<file path="src/inc/ptw_pkg.sv">
// ptw_pkg: constants of the pci target window map
// assumes: 32-bit wishbone data, 34-bit system bus addresses
package ptw_pkg;
  // ----------------------------------------------------------
  // widths
  // ----------------------------------------------------------
  localparam int DW = 32;
  localparam int AW = 8;
  localparam int SAW = 34;
  localparam int NWIN = 2;
  localparam int MW = 12;
  localparam int TBW = 23;
  localparam int EAW = 28;
  localparam int NFLG = 4;
  // ----------------------------------------------------------
  // register byte offsets
  // ----------------------------------------------------------
  localparam logic [AW-1:0] OFS_SYS_ERR = 8'h00;
  localparam logic [AW-1:0] OFS_TBASE1 = 8'h04;
  localparam logic [AW-1:0] OFS_TBASE2 = 8'h08;
  localparam logic [AW-1:0] OFS_WBASE1 = 8'h0c;
  localparam logic [AW-1:0] OFS_WBASE2 = 8'h10;
  localparam logic [AW-1:0] OFS_MASK1 = 8'h14;
  localparam logic [AW-1:0] OFS_MASK2 = 8'h18;
  localparam logic [AW-1:0] OFS_DIAG = 8'h1c;
  // ----------------------------------------------------------
  // field positions
  // ----------------------------------------------------------
  localparam int WIN_LO = 20;
  localparam int WEN_BIT = 19;
  localparam int SG_MAPPING_ENABLE_BIT_BIT = 18;
  localparam int TB_LO = 9;
  localparam int TB_CPU_LO = 10;
  localparam int ERR_LO = 4;
  localparam int ERR_SYS_LO = 6;
  localparam int PAGE_LO = 13;
  localparam int PTE_LO = 3;
  localparam int FLG_MEM = 0;
  localparam int FLG_UNC = 1;
  localparam int FLG_COR = 2;
  localparam int FLG_LOST = 3;
  // ----------------------------------------------------------
  // reset values
  // ----------------------------------------------------------
  localparam logic [DW-1:0] RST_WORD = 32'h0000_0000;
endpackage

</file>
<file path="src/inc/ptw_if.sv">
// ptw_if: carriers between the top and its window and log modules
// assumes: all parties run on the one system clock
`timescale 1ns/1ps
interface ptw_win_if;
  logic [ptw_pkg::MW-1:0] base;
  logic [ptw_pkg::MW-1:0] mask;
  logic [ptw_pkg::TBW-1:0] tbase;
  logic wen;
  logic sg_mapping_enable_bit;
  logic req;
  logic [ptw_pkg::DW-1:0] pci_addr;
  logic rsp_vld;
  logic rsp_hit;
  logic rsp_sg;
  logic [ptw_pkg::SAW-1:0] rsp_addr;
  modport ctl (output base, mask, tbase, wen, sg_mapping_enable_bit, req, pci_addr,
    input rsp_vld, rsp_hit, rsp_sg, rsp_addr);
  modport win (input base, mask, tbase, wen, sg_mapping_enable_bit, req, pci_addr,
    output rsp_vld, rsp_hit, rsp_sg, rsp_addr);
endinterface

interface ptw_err_if;
  logic ev_mem;
  logic ev_unc;
  logic ev_cor;
  logic [ptw_pkg::SAW-1:0] sys_addr;
  logic [ptw_pkg::NFLG-1:0] clr;
  logic [ptw_pkg::NFLG-1:0] flags;
  logic [ptw_pkg::EAW-1:0] err_addr;
  modport ctl (output ev_mem, ev_unc, ev_cor, sys_addr, clr,
    input flags, err_addr);
  modport log (input ev_mem, ev_unc, ev_cor, sys_addr, clr,
    output flags, err_addr);
endinterface

</file>
<file path="src/hdl/ptw_window.sv">
// ptw_window: hit check and address translation of one window
// assumes: config is stable while software keeps the window enabled
`timescale 1ns/1ps
module ptw_window (
  // clock and reset
  input wire logic clk,
  input wire logic srst,
  // window config, lookup and answer
  ptw_win_if.win w
);
  typedef struct packed {
    logic vld;
    logic hit;
    logic sg;
    logic [ptw_pkg::SAW-1:0] addr;
  } ptw_win_st_t;
  ptw_win_st_t st_r;
  ptw_win_st_t st_nxt;
  logic [ptw_pkg::SAW-1:0] mext;
  logic [ptw_pkg::SAW-1:0] off;
  logic [ptw_pkg::SAW-1:0] tb_addr;
  // ----------------------------------------------------------
  // translation
  // ----------------------------------------------------------
  always_comb begin
    mext = {2'h0, w.mask, {ptw_pkg::WIN_LO{1'b1}}};
    off = mext & {2'h0, w.pci_addr};
    tb_addr = {1'b0, w.tbase, {ptw_pkg::TB_CPU_LO{1'b0}}};
    st_nxt = st_r;
    st_nxt.vld = w.req;
    // base compared only in bits the mask does not open
    st_nxt.hit = w.wen &
      ((w.pci_addr[ptw_pkg::DW-1:ptw_pkg::WIN_LO] & ~w.mask) ==
       (w.base & ~w.mask));
    st_nxt.sg = w.sg_mapping_enable_bit;
    if (w.sg_mapping_enable_bit) begin
      // map table entry address, one 8-byte entry per page
      st_nxt.addr = tb_addr |
        {12'h000, off[ptw_pkg::DW-1:ptw_pkg::PAGE_LO],
         {ptw_pkg::PTE_LO{1'b0}}};
    end else begin
      st_nxt.addr = (tb_addr & ~mext) | off;
    end
    if (srst) begin
      st_nxt = '0;
    end
  end
  always_ff @(posedge clk) begin
    st_r <= st_nxt;
  end
  assign w.rsp_vld = st_r.vld;
  assign w.rsp_hit = st_r.hit;
  assign w.rsp_sg = st_r.sg;
  assign w.rsp_addr = st_r.addr;
endmodule

</file>
<file path="src/hdl/ptw_err_log.sv">
// ptw_err_log: dma error flags and system bus error address log
// assumes: events are one-cycle pulses on the system clock
`timescale 1ns/1ps
module ptw_err_log (
  // clock and reset
  input wire logic clk,
  input wire logic srst,
  // events, clears and logged state
  ptw_err_if.log e
);
  typedef struct packed {
    logic [ptw_pkg::NFLG-1:0] flags;
    logic [ptw_pkg::EAW-1:0] addr;
  } ptw_err_st_t;
  ptw_err_st_t st_r;
  ptw_err_st_t st_nxt;
  logic [ptw_pkg::NFLG-1:0] set;
  logic any_set;
  logic ev;
  // ----------------------------------------------------------
  // capture and flags
  // ----------------------------------------------------------
  always_comb begin
    set = '0;
    set[ptw_pkg::FLG_MEM] = e.ev_mem;
    set[ptw_pkg::FLG_UNC] = e.ev_unc;
    set[ptw_pkg::FLG_COR] = e.ev_cor;
    any_set = |st_r.flags[ptw_pkg::FLG_COR:ptw_pkg::FLG_MEM];
    ev = e.ev_mem | e.ev_unc | e.ev_cor;
    st_nxt = st_r;
    if (ev && any_set) begin
      set[ptw_pkg::FLG_LOST] = 1'b1;
    end
    if (ev && !any_set) begin
      st_nxt.addr = e.sys_addr[ptw_pkg::SAW-1:ptw_pkg::ERR_SYS_LO];
    end
    st_nxt.flags = (st_r.flags & ~e.clr) | set;
    if (srst) begin
      st_nxt = '0;
    end
  end
  always_ff @(posedge clk) begin
    st_r <= st_nxt;
  end
  assign e.flags = st_r.flags;
  assign e.err_addr = st_r.addr;
endmodule

</file>
<file path="src/hdl/ptw_top.sv">
// ptw_top: inbound pci target windows with wishbone register access
// assumes: classic wishbone master, pci and dma sides on clk
//
// Behaviour
// dma memory or read error logs system address 33:6 in bits 31:4
// logged address is valid only while an error flag is set
// error while a flag is set keeps address, sets lost flag
// direct mapping: translated base gives window cpu base
// sg mapping: translated base gives map table base
// window base bits 31:20 give the window start address
// window enable clear: window does not respond
// window enable set: window responds to hits in range
// software clears window enable before changing window registers
// sg enable clear selects direct mapping
// sg enable set selects map table lookup
// mask bits 31:20 size the window and steer translation
// direct: masked bits from base, open bits pass from pci address
`timescale 1ns/1ps
module ptw_top (
  // clock and reset
  input wire logic clk,
  input wire logic srst,
  // wishbone slave
  input wire logic wb_cyc_i,
  input wire logic wb_stb_i,
  input wire logic wb_we_i,
  input wire logic [ptw_pkg::AW-1:0] wb_adr_i,
  input wire logic [3:0] wb_sel_i,
  input wire logic [ptw_pkg::DW-1:0] wb_dat_i,
  output logic [ptw_pkg::DW-1:0] wb_dat_o,
  output logic wb_ack_o,
  // pci inbound lookup
  input wire logic pci_req,
  input wire logic [ptw_pkg::DW-1:0] pci_addr,
  output logic tgt_vld,
  output logic tgt_hit,
  output logic tgt_win,
  output logic tgt_sg,
  output logic [ptw_pkg::SAW-1:0] tgt_cpu_addr,
  // dma error events
  input wire logic memory_error_flag_ev,
  input wire logic uncorrectable_read_error_flag_ev,
  input wire logic correctable_read_error_flag_ev,
  input wire logic [ptw_pkg::SAW-1:0] system_bus_address,
  output logic err_addr_valid
);
  typedef struct packed {
    logic ack;
    logic [ptw_pkg::DW-1:0] rdata;
    logic [ptw_pkg::NWIN-1:0][ptw_pkg::TBW-1:0] tbase;
    logic [ptw_pkg::NWIN-1:0][ptw_pkg::MW-1:0] base;
    logic [ptw_pkg::NWIN-1:0] wen;
    logic [ptw_pkg::NWIN-1:0] sg_mapping_enable_bit;
    logic [ptw_pkg::NWIN-1:0][ptw_pkg::MW-1:0] mask;
    logic tvld;
    logic thit;
    logic twin;
    logic tsg;
    logic [ptw_pkg::SAW-1:0] taddr;
    logic errv;
  } ptw_top_st_t;
  ptw_top_st_t st_r;
  ptw_top_st_t st_nxt;

  ptw_win_if wif [ptw_pkg::NWIN] ();
  ptw_err_if eif ();

  logic req;
  logic wr;
  logic [ptw_pkg::DW-1:0] rd_word;
  logic [ptw_pkg::DW-1:0] wmask;
  logic [ptw_pkg::DW-1:0] wword;
  logic [ptw_pkg::NWIN-1:0] rhit;
  logic [ptw_pkg::NWIN-1:0] rsg;
  logic [ptw_pkg::NWIN-1:0][ptw_pkg::SAW-1:0] raddr;
  logic rvld;
  logic [ptw_pkg::NFLG-1:0] clr;

  // ----------------------------------------------------------
  // register word images
  // ----------------------------------------------------------
  function automatic logic [ptw_pkg::DW-1:0] tb_word(
    input logic [ptw_pkg::TBW-1:0] tb);
    logic [ptw_pkg::DW-1:0] v;
    v = ptw_pkg::RST_WORD;
    v[ptw_pkg::DW-1:ptw_pkg::TB_LO] = tb;
    return v;
  endfunction

  function automatic logic [ptw_pkg::DW-1:0] wb_word(
    input logic [ptw_pkg::MW-1:0] b,
    input logic en,
    input logic sg);
    logic [ptw_pkg::DW-1:0] v;
    v = ptw_pkg::RST_WORD;
    v[ptw_pkg::DW-1:ptw_pkg::WIN_LO] = b;
    v[ptw_pkg::WEN_BIT] = en;
    v[ptw_pkg::SG_MAPPING_ENABLE_BIT_BIT] = sg;
    return v;
  endfunction

  function automatic logic [ptw_pkg::DW-1:0] mk_word(
    input logic [ptw_pkg::MW-1:0] m);
    logic [ptw_pkg::DW-1:0] v;
    v = ptw_pkg::RST_WORD;
    v[ptw_pkg::DW-1:ptw_pkg::WIN_LO] = m;
    return v;
  endfunction

  // ----------------------------------------------------------
  // windows
  // ----------------------------------------------------------
  genvar gi;
  generate
    for (gi = 0; gi < ptw_pkg::NWIN; gi++) begin : g_win
      assign wif[gi].base = st_r.base[gi];
      assign wif[gi].mask = st_r.mask[gi];
      assign wif[gi].tbase = st_r.tbase[gi];
      assign wif[gi].wen = st_r.wen[gi];
      assign wif[gi].sg_mapping_enable_bit = st_r.sg_mapping_enable_bit[gi];
      assign wif[gi].req = pci_req;
      assign wif[gi].pci_addr = pci_addr;
      assign rhit[gi] = wif[gi].rsp_hit;
      assign rsg[gi] = wif[gi].rsp_sg;
      assign raddr[gi] = wif[gi].rsp_addr;
      ptw_window u_win (
        .clk (clk),
        .srst (srst),
        .w (wif[gi])
      );
    end
  endgenerate
  assign rvld = wif[0].rsp_vld;

  // ----------------------------------------------------------
  // error log
  // ----------------------------------------------------------
  assign eif.ev_mem = memory_error_flag_ev;
  assign eif.ev_unc = uncorrectable_read_error_flag_ev;
  assign eif.ev_cor = correctable_read_error_flag_ev;
  assign eif.sys_addr = system_bus_address;
  assign eif.clr = clr;

  ptw_err_log u_log (
    .clk (clk),
    .srst (srst),
    .e (eif)
  );

  // ----------------------------------------------------------
  // bus decode
  // ----------------------------------------------------------
  always_comb begin
    req = wb_cyc_i & wb_stb_i;
    wr = req & wb_we_i & st_r.ack;
    wmask = {{8{wb_sel_i[3]}}, {8{wb_sel_i[2]}},
             {8{wb_sel_i[1]}}, {8{wb_sel_i[0]}}};
    wword = wb_dat_i & wmask;
    clr = '0;
    if (wr && wb_adr_i == ptw_pkg::OFS_DIAG) begin
      clr = wword[ptw_pkg::NFLG-1:0];
    end
  end

  // ----------------------------------------------------------
  // read mux
  // ----------------------------------------------------------
  always_comb begin
    rd_word = ptw_pkg::RST_WORD;
    case (wb_adr_i)
      ptw_pkg::OFS_SYS_ERR: begin
        rd_word[ptw_pkg::DW-1:ptw_pkg::ERR_LO] = eif.err_addr;
      end
      ptw_pkg::OFS_TBASE1: begin
        rd_word = tb_word(st_r.tbase[0]);
      end
      ptw_pkg::OFS_TBASE2: begin
        rd_word = tb_word(st_r.tbase[1]);
      end
      ptw_pkg::OFS_WBASE1: begin
        rd_word = wb_word(st_r.base[0], st_r.wen[0], st_r.sg_mapping_enable_bit[0]);
      end
      ptw_pkg::OFS_WBASE2: begin
        rd_word = wb_word(st_r.base[1], st_r.wen[1], st_r.sg_mapping_enable_bit[1]);
      end
      ptw_pkg::OFS_MASK1: begin
        rd_word = mk_word(st_r.mask[0]);
      end
      ptw_pkg::OFS_MASK2: begin
        rd_word = mk_word(st_r.mask[1]);
      end
      ptw_pkg::OFS_DIAG: begin
        rd_word[ptw_pkg::NFLG-1:0] = eif.flags;
      end
      default: begin
        rd_word = ptw_pkg::RST_WORD;
      end
    endcase
  end

  // ----------------------------------------------------------
  // next state
  // ----------------------------------------------------------
  always_comb begin
    logic [ptw_pkg::DW-1:0] m;
    m = ptw_pkg::RST_WORD;
    st_nxt = st_r;
    // ack one cycle after the request, dropped after one cycle
    st_nxt.ack = req & ~st_r.ack;
    if (req && !st_r.ack) begin
      st_nxt.rdata = rd_word;
    end
    if (wr) begin
      case (wb_adr_i)
        ptw_pkg::OFS_TBASE1: begin
          m = (tb_word(st_r.tbase[0]) & ~wmask) | wword;
          st_nxt.tbase[0] = m[ptw_pkg::DW-1:ptw_pkg::TB_LO];
        end
        ptw_pkg::OFS_TBASE2: begin
          m = (tb_word(st_r.tbase[1]) & ~wmask) | wword;
          st_nxt.tbase[1] = m[ptw_pkg::DW-1:ptw_pkg::TB_LO];
        end
        ptw_pkg::OFS_WBASE1: begin
          m = (wb_word(st_r.base[0], st_r.wen[0], st_r.sg_mapping_enable_bit[0]) &
               ~wmask) | wword;
          st_nxt.base[0] = m[ptw_pkg::DW-1:ptw_pkg::WIN_LO];
          st_nxt.wen[0] = m[ptw_pkg::WEN_BIT];
          st_nxt.sg_mapping_enable_bit[0] = m[ptw_pkg::SG_MAPPING_ENABLE_BIT_BIT];
        end
        ptw_pkg::OFS_WBASE2: begin
          m = (wb_word(st_r.base[1], st_r.wen[1], st_r.sg_mapping_enable_bit[1]) &
               ~wmask) | wword;
          st_nxt.base[1] = m[ptw_pkg::DW-1:ptw_pkg::WIN_LO];
          st_nxt.wen[1] = m[ptw_pkg::WEN_BIT];
          st_nxt.sg_mapping_enable_bit[1] = m[ptw_pkg::SG_MAPPING_ENABLE_BIT_BIT];
        end
        ptw_pkg::OFS_MASK1: begin
          m = (mk_word(st_r.mask[0]) & ~wmask) | wword;
          st_nxt.mask[0] = m[ptw_pkg::DW-1:ptw_pkg::WIN_LO];
        end
        ptw_pkg::OFS_MASK2: begin
          m = (mk_word(st_r.mask[1]) & ~wmask) | wword;
          st_nxt.mask[1] = m[ptw_pkg::DW-1:ptw_pkg::WIN_LO];
        end
        default: begin
          m = ptw_pkg::RST_WORD;
        end
      endcase
    end
    // window 1 wins when both windows hit
    st_nxt.tvld = rvld;
    st_nxt.thit = rvld & (|rhit);
    st_nxt.twin = ~rhit[0] & rhit[1];
    if (rhit[0]) begin
      st_nxt.tsg = rsg[0];
      st_nxt.taddr = raddr[0];
    end else if (rhit[1]) begin
      st_nxt.tsg = rsg[1];
      st_nxt.taddr = raddr[1];
    end else begin
      st_nxt.tsg = 1'b0;
      st_nxt.taddr = '0;
    end
    st_nxt.errv = |eif.flags[ptw_pkg::FLG_COR:ptw_pkg::FLG_MEM];
    if (srst) begin
      st_nxt = '0;
    end
  end

  always_ff @(posedge clk) begin
    st_r <= st_nxt;
  end

  // ----------------------------------------------------------
  // outputs
  // ----------------------------------------------------------
  assign wb_ack_o = st_r.ack;
  assign wb_dat_o = st_r.rdata;
  assign tgt_vld = st_r.tvld;
  assign tgt_hit = st_r.thit;
  assign tgt_win = st_r.twin;
  assign tgt_sg = st_r.tsg;
  assign tgt_cpu_addr = st_r.taddr;
  assign err_addr_valid = st_r.errv;
endmodule

</file>
<file path="config.mk">
export PLATFORM = sky130hd
export DESIGN_NAME = ptw_top
export DESIGN_NICKNAME = d
export VERILOG_FILES = /design/src/inc/ptw_pkg.sv /design/src/inc/ptw_if.sv /design/src/hdl/ptw_window.sv /design/src/hdl/ptw_err_log.sv /design/src/hdl/ptw_top.sv
export SDC_FILE = /design/constraint.sdc
export NUM_CORES = 1
export LEC_CHECK = 0
export ABC_AREA = 1
export BUFFER_PORTS_ARGS = -buffer_cell sky130_fd_sc_hd__buf_2
export CAP_MARGIN = 20
export CORE_ASPECT_RATIO = 0.8
export CORE_MARGIN = 1.5
export CORE_UTILIZATION = 45
export CTS_CLUSTER_DIAMETER = 80
export DETAILED_ROUTE_END_ITERATION = 8
export HOLD_SLACK_MARGIN = 0.08
export PLACE_DENSITY = 0.7
export SYNTH_ARGS = -nofsm -noshare
export SYNTH_HDL_FRONTEND = slang
export SYNTH_HIERARCHICAL = 1
export SYNTH_SLANG_ARGS = --single-unit
</file>
<file path="constraint.sdc">
create_clock -name clk -period 1.6 [get_ports clk]
set_clock_uncertainty 0.2 [all_clocks]
set_input_delay 0.32 -clock clk [delete_from_list [all_inputs] [get_ports clk]]
set_output_delay 0.32 -clock clk [all_outputs]
set_load 0.05 [all_outputs]
</file>
==> key figures <==
Global route
  • First-pass GRT wire length: 61800 um
  • Largest net degree at the start of global routing: 83
  • Number of global-route vias before repair: 11300
  • Antenna violations before repair: 0
  • Total track usage: 0.272
  • Total grt overflow: 0

STA
  • Final Cycle Share: 1.05
  • Final Hold Vio Count: 0
  • Tightest Pin Transition: 500 ps
  • RSZ-0062 raised after global routing: true
  • Final worst setup slack: -87.6 ps
  • Fmax: 0.593 GHz
  • Fin crit period: 1690 ps
  • Slew Limit Fails: 0
  • Slew headroom: 0.666
  • Finish-stage setup viols: 2
  • Setup TNS: -88.6 ps

Cells and area
  • FF/Latch Area: 0.00553 mm^2
  • Antenna cell count: 0
  • Share of layout cells above drive strength 1: 0.269
  • Area grow syn2layout: 33.2%
  • Final nets: 2040
  • Area of the multi-input gates: 0.00534 mm^2
  • Final instance area: 0.0167 mm^2
  • Fillers: 2418
  • Fin cells: 2308

CTS
  • Clock Tree Root: clkbuf_16
  • Skew-Pair Late Insertion Delay: 560 ps
  • Clock sinks: 273
  • Max clock buf depth: 3
  • H-Tree Depth: 1
  • TritonCTS Buffers: 29
  • CTS clk-pin slew, worst paths: 60 ps
  • CTS tree: done

Route
  • Pre-antenna DRT Iters: 7
  • DR vias: 12200
  • Antenna Violating Nets Remaining: 0
  • Routed WL: 41200 um
  • Vias per inst: 5.27
  • Iter 0 DRT Violations: 1139
  • Drt drc: 0
  • WL per Instance: 17.9 um

Power and ir drop
  • Pleak: 7.04 nW
  • PwrDens: 915 mW/mm^2
  • Max VDD drop: 0.000743 V
  • Design Power: 15.3 mW

Critical path
  • Crit-path cells: buf_6 -> buf_8
  • Cell depth of the worst setup path: 2
  • Slowest CP cell: dfxtp_4
  • CP Launch Type: flip-flop
  • Critical path's top delay family: flip-flops
  • Crit path from: wb_ack_o
  • CP Capture Type: output port
  • CP endpoint: wb_ack_o
  • R2R Setup Slk: 0 ps
  • Worst r2r src: wb_ack_o
  • CP Max Fanout: 2
  • Critical Path Max Stage Delay: 360 ps
  • Critical setup path kind: flip-flop to output port
  • Reg2Reg Depth: 7
  • Buf/Inv on CP: 2
  • Worst EP required: 1080 ps
  • Critical path arrival: 1170 ps

Place
  • Routability cong.: 0.888
  • Setup Slack @ Placement: -292 ps
  • Port-buffer cells: 179
  • Area of placed instances: 0.0138 mm^2
  • Placed cells: 2145
  • Post-DP HPWL: 28200 um

Logic synthesis
  • Mean Syn Cell Area: 7.56 um^2
  • Cells after Synth: 1661
  • Mapped Area: 0.0126 mm^2
  • Synth warnings: 6
  • Syn Nets: 1780

Floorplanning
  • Die width: 190 um
  • Core Box Area: 0.0274 mm^2
  • Die ar.: 0.0289 mm^2
  • Initial Utilization: 0.459
  • # rows: 54
  • # IOs: 191
  • Die Span Y: 152 um

Run
  • Max Cap Viol: 0

Status
  • Status: finished, violations left
  • Failing checks: setup timing

Min path
  • Hold WC Path Type: primary input to flip-flop
[tightest hold or removal path, stage by stage]
cell     delay [ps]
buf_2           190
buf_4           220
a21oi_1         110
[power by group]
part / internal (mW) / switching (mW) / leakage (nW) / total, mW
logic: 0.591 / 0.801 / 4.32 / 1.39
registers: 6.94 / 0.0789 / 2.24 / 7.02
clock network: 4.02 / 2.86 / 0.486 / 6.88
total: 11.6 / 3.74 / 7.04 / 15.3
[area by class of cell]
class | instances | share of cell area
Inverter | 239 | 0.0541
Multi-Input combinational cell | 996 | 0.320
Tap cell | 364 | 0.0272
Timing Repair Buffer | 382 | 0.209
Sequential cell | 273 | 0.331
Clock buffer | 44 | 0.0533
Clock inverter | 10 | 0.00606
[cells in the final DEF, fill, tap and decap left out, types with 50 or more instances in the layout]
cell,count
dfxtp_1,229
buf_6,50
dlygate4sd3_1,97
buf_2,109
inv_1,226
o21ai_1,55
nor2_1,176
a21oi_1,132
nand2_1,214
nand3_1,149
buf_4,79
o21ai_0,72
[per-layer routing]
metal  vias to the layer above  GRT usage  part of all wire
li1                       5849          -                 -
met1                      5703      0.389              0.44
met2                       532      0.426              0.45
met3                        78     0.0389             0.079
met4                         0     0.0797             0.028
met5                         -          0                 0
[through the flow]
step / utilization / hold WS [ps]
2_1_floorplan: - / 189
3_3_place_gp: 0.505 / 205
3_5_place_dp: 0.505 / 213
4_1_cts: 0.593 / 99.6
5_1_grt: 0.611 / 120
6_report: 0.611 / 127
[repair_timing]
| action | CTS | global route |
|---|---|---|
| cloned | 0 | 5 |
| hold buffers | 97 | 0 |
| endpoints found under the setup margin | 72 | 160 |
| pin swaps | 0 | 13 |
| hold endpoints to repair | 198 | 0 |
| gates resized for setup | 164 | 144 |
| setup buffers | 1 | 6 |
[worst min-delay path by stage]
stage | from | to | slack, ps | depth (start not counted)
final | srst | wb_dat_o[14] | 130 | 3
after global routing | srst | wb_dat_o[13] | 120 | 3
after floorplan | srst | u_log/e.flags[0] | 190 | 1
after detailed placement | g_win[0].u_win/w.rsp_vld | tgt_vld | 210 | 2
after CTS | srst | wb_dat_o[9] | 100 | 3
after global placement | g_win[0].u_win/w.rsp_vld | tgt_vld | 210 | 2
(Power assumes the default switching activity.)
